`src/shared/jil_map.vh`:
```
// Purpose: register map, field positions, reset values and constants for the
//          lane alignment parameter register bank
// Assumes: byte-wide configuration port, 12-bit register address
// Notes:   definitions only
`ifndef JIL_MAP_VH
`define JIL_MAP_VH

// ==========================================================================
// register offsets
`define JIL_ADDR_W              12
`define JIL_OFS_L7_LANE_ID      12'h442
`define JIL_OFS_L7_RX_CKSUM     12'h445
`define JIL_OFS_L7_CMP_CKSUM    12'h446
`define JIL_OFS_DEV_IDENT       12'h450
`define JIL_OFS_BANK_IDENT      12'h451
`define JIL_OFS_LANE0_ADJ       12'h452
`define JIL_OFS_DSCR_LANES      12'h453
`define JIL_OFS_OCTETS          12'h454
`define JIL_OFS_FRAMES_MF       12'h455
`define JIL_OFS_CONV_COUNT      12'h456
`define JIL_OFS_CS_RES          12'h457

// ==========================================================================
// field positions
`define JIL_ADJ_DIR_BIT         6
`define JIL_PH_ADJ_BIT          5
`define JIL_DSCR_BIT            7
`define JIL_LID_MSB             4
`define JIL_K_MSB               4
`define JIL_CS_LSB              6

// ==========================================================================
// reset values
`define JIL_RST_DEV_IDENT       8'h00
`define JIL_RST_BANK_IDENT      8'h00
`define JIL_RST_LANE0_ADJ       7'h00
`define JIL_RST_DSCR            1'h1
`define JIL_RST_FRAMES_MF       5'h1f
`define JIL_RST_LANES_M1        5'h07
`define JIL_RST_OCTETS_M1       8'h00
`define JIL_RST_CONV_M1         8'h01
`define JIL_RST_CS              2'h0
`define JIL_RST_RES_M1          5'h0f

// ==========================================================================
// alignment sequence octet indices (lane configuration words)
`define JIL_IDX_W               4
`define JIL_IDX_LANE_ID         4'h2
`define JIL_IDX_LAST_FIELD      4'hc
`define JIL_IDX_CHECKSUM        4'hd

`endif

```
`src/hw/jil_cksum.v`:
```
// Purpose: checksum over the configuration fields of one lane
// Assumes: octets arrive one per strobe with their index, same clock
// Notes:   only defined field bits are summed, modulo 256
`timescale 1ns/1ps
`default_nettype none
`include "jil_map.vh"

module jil_cksum (
    // clock and reset
    input  wire                  clk,
    input  wire                  rst,
    // octet stream
    input  wire                  start,
    input  wire                  oct_vld,
    input  wire [`JIL_IDX_W-1:0] oct_idx,
    input  wire [7:0]            oct_data,
    // running sum
    output reg  [7:0]            sum
);

reg  [7:0] fld_sum;

// ==========================================================================
// field sum of one octet
always @* begin
    case (oct_idx)
        4'h0: fld_sum = oct_data;
        4'h1: fld_sum = {4'h0, oct_data[7:4]} + {4'h0, oct_data[3:0]};
        4'h2: fld_sum = {7'h00, oct_data[6]} + {7'h00, oct_data[5]} + {3'h0, oct_data[4:0]};
        4'h3: fld_sum = {7'h00, oct_data[7]} + {3'h0, oct_data[4:0]};
        4'h4: fld_sum = oct_data;
        4'h5: fld_sum = {3'h0, oct_data[4:0]};
        4'h6: fld_sum = oct_data;
        4'h7: fld_sum = {6'h00, oct_data[7:6]} + {3'h0, oct_data[4:0]};
        4'h8: fld_sum = {5'h00, oct_data[7:5]} + {3'h0, oct_data[4:0]};
        4'h9: fld_sum = {5'h00, oct_data[7:5]} + {3'h0, oct_data[4:0]};
        4'ha: fld_sum = {7'h00, oct_data[7]} + {3'h0, oct_data[4:0]};
        4'hb: fld_sum = oct_data;
        4'hc: fld_sum = oct_data;
        default: fld_sum = 8'h00;
    endcase
end

// ==========================================================================
// accumulate modulo 256
always @(posedge clk) begin
    if (rst || start) begin
        sum <= 8'h00;
    end else if (oct_vld && oct_idx <= `JIL_IDX_LAST_FIELD) begin
        sum <= sum + fld_sum;
    end
end

endmodule
`default_nettype wire

```
`src/hw/jil_fld_reg.v`:
```
// Purpose: one software-writable field with a reset value
// Assumes: synchronous active-high reset, write strobe on the same clock
// Notes:   output straight from the flip-flops
`timescale 1ns/1ps
`default_nettype none

module jil_fld_reg #(
    parameter       W   = 8,
    parameter [W-1:0] RST = {W{1'b0}}
) (
    // clock and reset
    input  wire         clk,
    input  wire         rst,
    // write side
    input  wire         we,
    input  wire [W-1:0] wdata,
    // field value
    output reg  [W-1:0] q
);

// ==========================================================================
// storage
always @(posedge clk) begin
    if (rst) begin
        q <= RST;
    end else if (we) begin
        q <= wdata;
    end
end

endmodule
`default_nettype wire

```
`src/hw/jil_regs.v`:
```
// Purpose: lane alignment parameter register bank, lane 7 capture and lane 0
//          expected link parameters
// Assumes: byte-wide configuration port on clk; alignment octets from the
//          receive lane logic on the same clock
// Notes:   read data registered, one cycle after the read strobe
`timescale 1ns/1ps
`default_nettype none
`include "jil_map.vh"

module jil_regs (
    // clock and reset
    input  wire                   clk,
    input  wire                   rst,
    // configuration port
    input  wire [`JIL_ADDR_W-1:0] cfg_addr,
    input  wire                   cfg_wr,
    input  wire                   cfg_rd,
    input  wire [7:0]             cfg_wdata,
    output reg  [7:0]             cfg_rdata,
    output reg                    cfg_rvalid,
    // lane 7 alignment sequence octets
    input  wire                   l7_ilas_start,
    input  wire                   l7_oct_vld,
    input  wire [`JIL_IDX_W-1:0]  l7_oct_idx,
    input  wire [7:0]             l7_oct_data,
    // link core parameters
    output reg  [7:0]             link_device_identifier,
    output reg  [7:0]             link_bank_identifier,
    output reg  [4:0]             lane_zero_identifier,
    output reg                    multiframe_adjust_direction,
    output reg                    phase_adjust_request,
    output reg                    descramble_enable,
    output reg  [4:0]             frames_per_multiframe
);

// ==========================================================================
// address decode
wire we_devid;
wire we_bankid;
wire we_lane0;
wire we_dscr;
wire we_k;

assign we_devid  = cfg_wr && (cfg_addr == `JIL_OFS_DEV_IDENT);
assign we_bankid = cfg_wr && (cfg_addr == `JIL_OFS_BANK_IDENT);
assign we_lane0  = cfg_wr && (cfg_addr == `JIL_OFS_LANE0_ADJ);
assign we_dscr   = cfg_wr && (cfg_addr == `JIL_OFS_DSCR_LANES);
assign we_k      = cfg_wr && (cfg_addr == `JIL_OFS_FRAMES_MF);

// ==========================================================================
// writable fields
wire [7:0] devid_q;
wire [7:0] bankid_q;
wire [6:0] lane0_q;
wire [0:0] dscr_q;
wire [4:0] k_q;

// software keeps this equal to the received identifier readback
jil_fld_reg #(
    .W   (8),
    .RST (`JIL_RST_DEV_IDENT)
) u_devid (
    .clk   (clk),
    .rst   (rst),
    .we    (we_devid),
    .wdata (cfg_wdata),
    .q     (devid_q)
);

// bank identifier, full byte
jil_fld_reg #(
    .W   (8),
    .RST (`JIL_RST_BANK_IDENT)
) u_bankid (
    .clk   (clk),
    .rst   (rst),
    .we    (we_bankid),
    .wdata (cfg_wdata),
    .q     (bankid_q)
);

// bit 7 reserved and dropped on write
jil_fld_reg #(
    .W   (7),
    .RST (`JIL_RST_LANE0_ADJ)
) u_lane0 (
    .clk   (clk),
    .rst   (rst),
    .we    (we_lane0),
    .wdata (cfg_wdata[6:0]),
    .q     (lane0_q)
);

// only the enable bit is stored; lane count is fixed
jil_fld_reg #(
    .W   (1),
    .RST (`JIL_RST_DSCR)
) u_dscr (
    .clk   (clk),
    .rst   (rst),
    .we    (we_dscr),
    .wdata (cfg_wdata[`JIL_DSCR_BIT]),
    .q     (dscr_q)
);

// upper three bits reserved
jil_fld_reg #(
    .W   (5),
    .RST (`JIL_RST_FRAMES_MF)
) u_k (
    .clk   (clk),
    .rst   (rst),
    .we    (we_k),
    .wdata (cfg_wdata[`JIL_K_MSB:0]),
    .q     (k_q)
);

// ==========================================================================
// parameter outputs to the link core
always @(posedge clk) begin
    if (rst) begin
        link_device_identifier      <= `JIL_RST_DEV_IDENT;
        link_bank_identifier        <= `JIL_RST_BANK_IDENT;
        lane_zero_identifier        <= 5'h00;
        multiframe_adjust_direction <= 1'b0;
        phase_adjust_request        <= 1'b0;
        descramble_enable           <= `JIL_RST_DSCR;
        frames_per_multiframe       <= `JIL_RST_FRAMES_MF;
    end else begin
        link_device_identifier      <= devid_q;
        link_bank_identifier        <= bankid_q;
        lane_zero_identifier        <= lane0_q[`JIL_LID_MSB:0];
        multiframe_adjust_direction <= lane0_q[`JIL_ADJ_DIR_BIT];
        phase_adjust_request        <= lane0_q[`JIL_PH_ADJ_BIT];
        descramble_enable           <= dscr_q[0];
        frames_per_multiframe       <= k_q;
    end
end

// ==========================================================================
// lane 7 capture
wire [7:0] l7_sum;
reg  [4:0] l7_lid_r;
reg  [7:0] l7_rx_cksum_r;
reg  [7:0] l7_cmp_cksum_r;

jil_cksum u_l7_sum (
    .clk      (clk),
    .rst      (rst),
    .start    (l7_ilas_start),
    .oct_vld  (l7_oct_vld),
    .oct_idx  (l7_oct_idx),
    .oct_data (l7_oct_data),
    .sum      (l7_sum)
);

always @(posedge clk) begin
    if (rst) begin
        l7_lid_r       <= 5'h00;
        l7_rx_cksum_r  <= 8'h00;
        l7_cmp_cksum_r <= 8'h00;
    end else if (l7_oct_vld) begin
        if (l7_oct_idx == `JIL_IDX_LANE_ID) begin
            l7_lid_r <= l7_oct_data[`JIL_LID_MSB:0];
        end
        if (l7_oct_idx == `JIL_IDX_CHECKSUM) begin
            l7_rx_cksum_r  <= l7_oct_data;
            l7_cmp_cksum_r <= l7_sum;
        end
    end
end

// ==========================================================================
// read mux
reg [7:0] rd_mux;

always @* begin
    case (cfg_addr)
        `JIL_OFS_L7_LANE_ID:   rd_mux = {3'h0, l7_lid_r};
        `JIL_OFS_L7_RX_CKSUM:  rd_mux = l7_rx_cksum_r;
        `JIL_OFS_L7_CMP_CKSUM: rd_mux = l7_cmp_cksum_r;
        `JIL_OFS_DEV_IDENT:    rd_mux = devid_q;
        `JIL_OFS_BANK_IDENT:   rd_mux = bankid_q;
        `JIL_OFS_LANE0_ADJ:    rd_mux = {1'b0, lane0_q};
        `JIL_OFS_DSCR_LANES:   rd_mux = {dscr_q, 2'h0, `JIL_RST_LANES_M1};
        `JIL_OFS_OCTETS:       rd_mux = `JIL_RST_OCTETS_M1;
        `JIL_OFS_FRAMES_MF:    rd_mux = {3'h0, k_q};
        `JIL_OFS_CONV_COUNT:   rd_mux = `JIL_RST_CONV_M1;
        `JIL_OFS_CS_RES:       rd_mux = {`JIL_RST_CS, 1'b0, `JIL_RST_RES_M1};
        default:               rd_mux = 8'h00;
    endcase
end

// ==========================================================================
// registered read answer
always @(posedge clk) begin
    if (rst) begin
        cfg_rdata  <= 8'h00;
        cfg_rvalid <= 1'b0;
    end else begin
        cfg_rvalid <= cfg_rd;
        if (cfg_rd) begin
            cfg_rdata <= rd_mux;
        end
    end
end

endmodule
`default_nettype wire

```
`config.mk`:
```
export PLATFORM = sky130hd
export DESIGN_NAME = jil_regs
export DESIGN_NICKNAME = d
export VERILOG_FILES = /design/src/hw/jil_cksum.v /design/src/hw/jil_fld_reg.v /design/src/hw/jil_regs.v
export VERILOG_INCLUDE_DIRS = /design/src /design/src/shared
export SDC_FILE = /design/constraint.sdc
export NUM_CORES = 1
export LEC_CHECK = 0
export ABC_AREA = 1
export BUFFER_PORTS_ARGS = -buffer_cell sky130_fd_sc_hd__buf_2
export CAP_MARGIN = 20
export CORE_ASPECT_RATIO = 0.8
export CORE_MARGIN = 5
export CORE_UTILIZATION = 51
export DETAILED_ROUTE_END_ITERATION = 6
export PLACE_DENSITY = 0.82
export SYNTH_ARGS = -nofsm -noshare
export SYNTH_HDL_FRONTEND = slang
export SYNTH_SLANG_ARGS = --single-unit
```
`constraint.sdc`:
```
create_clock -name clk -period 3.36 [get_ports clk]
set_input_delay 0.672 -clock clk [delete_from_list [all_inputs] [get_ports clk]]
set_output_delay 0.672 -clock clk [all_outputs]
set_load 0.02 [all_outputs]
```
==> impl_metrics.py <==
metrics = {
    "status": {
        "status": "finished, violations left",
        "violations": "negative setup slack",
    },
    "synth": {
        "yosysMostFrequentCell": "nand2_1",
        "synth_top_area_cell": "dfxtp_1",
        "syn_area_per_cell_sq_um": 7.20,
        "syn_inst": 664,
        "synthesis.nets": 723,
        "synth-seq-cells": 96,
        "synthTopCellsByArea": "dfxtp_1 40%, nand2_1 9.0%, nor2_1 8.5%, inv_1 7.1%, nand3_1 6.5%",
        "syn_area_sq_um": 4780,
        "yosysWarnings": 0,
        "synth_edf_count": 0,
        "synth_common_cells": "115 x nand2_1, 108 x nor2_1, 96 x dfxtp_1",
        "yosysSeqAreaShare": 0.402,
        "synth_cell_type_count": 39,
        "netlist.area_leader.share": 0.402,
        "ys.flop_type": "dfxtp_1",
        "synthArstFlopShare": 0,
    },
    "grt": {
        "overflow": 0,
        "grtUsageTotal": 0.218,
        "busiest_layer": "met2",
        "use_met1": 0.307,
        "grt.met3_usage": 0.0612,
        "grt_max_degree": 66,
        "antenna_found_initial": 0,
        "grt_first_pass_wirelength_microns": 20700,
        "grt_pass1_vias": 4381,
        "grt_use_met2": 0.326,
    },
    "placed_design": {
        "dpl.hpwl_microns": 9700,
        "dp_cells": 870,
        "place_area_sq_um": 5510,
        "port_buffers": 75,
        "gp_congestion": 0.909,
    },
    "cells_and_area": {
        "num_antenna_cells": 0,
        "synthToLayoutAreaGrowth_pct": 25.0,
        "layout-drive-gt1-share": 0.257,
        "fin_cells": 892,
        "postLayoutCoreUtil": 0.656,
        "nets": 831,
        "final_cell_area_sq_um": 5980,
    },
    "setup_path": {
        "crit_fanout": 4,
        "required_ps": 3650,
        "critPathLaunchType": "input pin",
        "cp_data_arrival_time_ps": 3760,
        "critPathKind": "input pin to register",
        "cp-end-kind": "register",
        "regToRegSetupSlack_ps": 1520,
    },
    "floorplan": {
        "rows": 31,
        "core_sq_um": 9110,
        "ios": 76,
        "die_w_microns": 118,
        "initial_core_util": 0.525,
        "die_area_sq_um": 11400,
        "die_h_microns": 96.6,
    },
    "detailed_routing": {
        "detail_route.wl_per_cell_microns": 15.0,
        "ant_nets": 0,
        "vias_per_cell": 5.46,
        "dr.pass1.iters": 5,
        "vias": 4874,
        "drc": 0,
        "drtIter0Drc": 434,
        "wl_microns": 13400,
    },
    "clock_network": {
        "clock-sinks": 96,
        "cts_buffer_depth": 2,
        "ctsHoldBuffers": 0,
        "cts_tree": "yes",
        "ctsRootBufferMaster": "clkbuf_16",
        "htree_levels": 3,
        "cts_buffers": 9,
        "clk_pin_slew_worst_paths_ps": 70,
        "clk_latency_ps": 350,
    },
    "pwr": {
        "swShare": 0.267,
        "p_leak_nw": 2.83,
        "p_int_mw": 1.83,
        "p_comb_frac": 0.136,
        "pwr-share-seq": 0.463,
        "powerDensity_nw_per_um2": 417,
        "peakVddDrop_uv": 314,
        "netSwitchingPower_mw": 0.665,
        "clkPwrFrac": 0.400,
    },
    "timing": {
        "setup_slack_ps": -118,
        "clock_skew_ps": 12.8,
        "relSlewSlack": 0.371,
        "whs_ps": 443,
        "fin_setup_tns_ps": -185,
        "worst_pin_slew_ps": 936,
        "hold_violations": 0,
        "layout_min_cycle_time_ps": 3480,
        "setup_viol": 3,
        "fmax_ghz": 0.288,
        "finalCritPeriodShare": 1.04,
        "rsz0062_at_grt": "yes",
        "slew_viol_final": 0,
    },
    "run": {
        "cap_violations": 0,
    },
    "hold_path": {
        "min_path_type": "register to register",
    },
}
[stage by stage]
step | setup slack [ps] | power, mW
5_1_grt | -325 | 2.59
2_1_floorplan | 29.8 | 1.34
4_1_cts | 11.1 | 2.46
6_report | -118 | 2.49
3_3_place_gp | -235 | 1.46
3_5_place_dp | -359 | 1.47
[cell families after synthesis]
family	Yosys count	synth area share
and+or+nand+nor	314	0.289
adders and majority gates	21	0.0612
buffers and inverters	118	0.0981
xor gates and xnor gates	4	0.00733
DFF	96	0.402
AOI/OAI and AO/OA	111	0.142
[power groups by stage]
| stage | combinational [mW] | sequential (mW) | clock, mW |
|---|---|---|---|
| after floorplan | 0.165 | 1.18 | 0 |
| after global placement | 0.280 | 1.18 | 0 |
| after detailed placement | 0.288 | 1.18 | 0 |
| after CTS | 0.291 | 1.15 | 1.02 |
| after global routing | 0.372 | 1.16 | 1.06 |
| final | 0.340 | 1.16 | 0.999 |
[flip-flops by register name (all words and copies together), names as in the netlist]
signal and cells:
cfg_rdata 8, cfg_rvalid 1, descramble_enable 1, frames_per_multiframe 5, l7_cmp_cksum_r 8, l7_lid_r 5
l7_rx_cksum_r 8, lane_zero_identifier 5, link_bank_identifier 8, link_device_identifier 8, multiframe_adjust_direction 1, phase_adjust_request 1
u_bankid.q 8, u_devid.q 8, u_dscr.q 1, u_k.q 5, u_l7_sum.sum 8, u_lane0.q 7
[final cells by class]
cell class / instances / area [sq um]
clock inverter: 6 / 57.6
sequential: 96 / 1920
multi-input combinational: 450 / 2540
timing repair buffer: 118 / 711
tap: 115 / 144
clock buffer: 10 / 239
fill: 766 / 3140
inverter: 97 / 367
[placed cells by master, fill, tap and decap left out, drive strengths merged]
cell | synthesis | routed
a21oi | 33 | 33
clkbuf | 10 | 11
inv | 96 | 100
or2 | 7 | 7
o2111ai | 1 | 1
ha | 17 | 17
nor2 | 117 | 117
dfxtp | 96 | 96
nand3 | 62 | 62
o21ba | 1 | 1
xor2 | 3 | 3
a21boi | 1 | 1
a221oi | 1 | 1
buf | 11 | 117
o22ai | 1 | 1
o21ai | 39 | 39
nand4 | 3 | 3
nand2 | 119 | 119
nor3 | 3 | 3
o31ai | 2 | 2
o211ai | 7 | 7
o221ai | 1 | 1
nand3b | 1 | 1
nor4 | 2 | 2
a211oi | 23 | 23
xnor2 | 1 | 1
fa | 4 | 4
o311ai | 1 | 1
clkinv | 1 | 3
[critical path, stage by stage]
cell and delay [ps]:
buf_2 150, inv_1 100, o31ai_2 260, nand2_1 80
o211ai_1 90, ha_2 230, inv_2 50, fa_2 400
or2_4 250, nand2_2 70, nand2_2 60, nand2_2 70
nand3_2 70, nand2_1 80, nand3_2 90, ha_4 250
a21oi_2 140, o21ai_1 100, a21oi_2 140, nand2_1 90
nand2_2 80, nor2_2 40, nand2_1 60, nand2_1 50
nor2_1 100
[routing by layer]
metal  vias to the layer above  share of wire
li1                       2364              -
met1                      2244           0.44
met2                       238           0.44
met3                        28          0.097
met4                         0          0.017
met5                         -              0
[final timing paths]
path                                 startpoint                 endpoint  cells after the start
worst max-delay path              l7_oct_idx[1]          u_l7_sum.sum[7]                     25
worst min register to register    u_bankid.q[3]  link_bank_identifier[3]                      2
worst min-delay path              u_bankid.q[3]  link_bank_identifier[3]                      2
worst max register to register  u_l7_sum.sum[0]          u_l7_sum.sum[6]                     10
[timing repair]
item	4_1_cts	5_1_grt
endpoints found under the setup margin	1	5
cloned	0	0
buffers inserted	0	6
resized for setup	0	40
endpoints found under the hold margin	0	0
pin swaps	1	20
No activity file was read; power rests on OpenSTA's default activity.
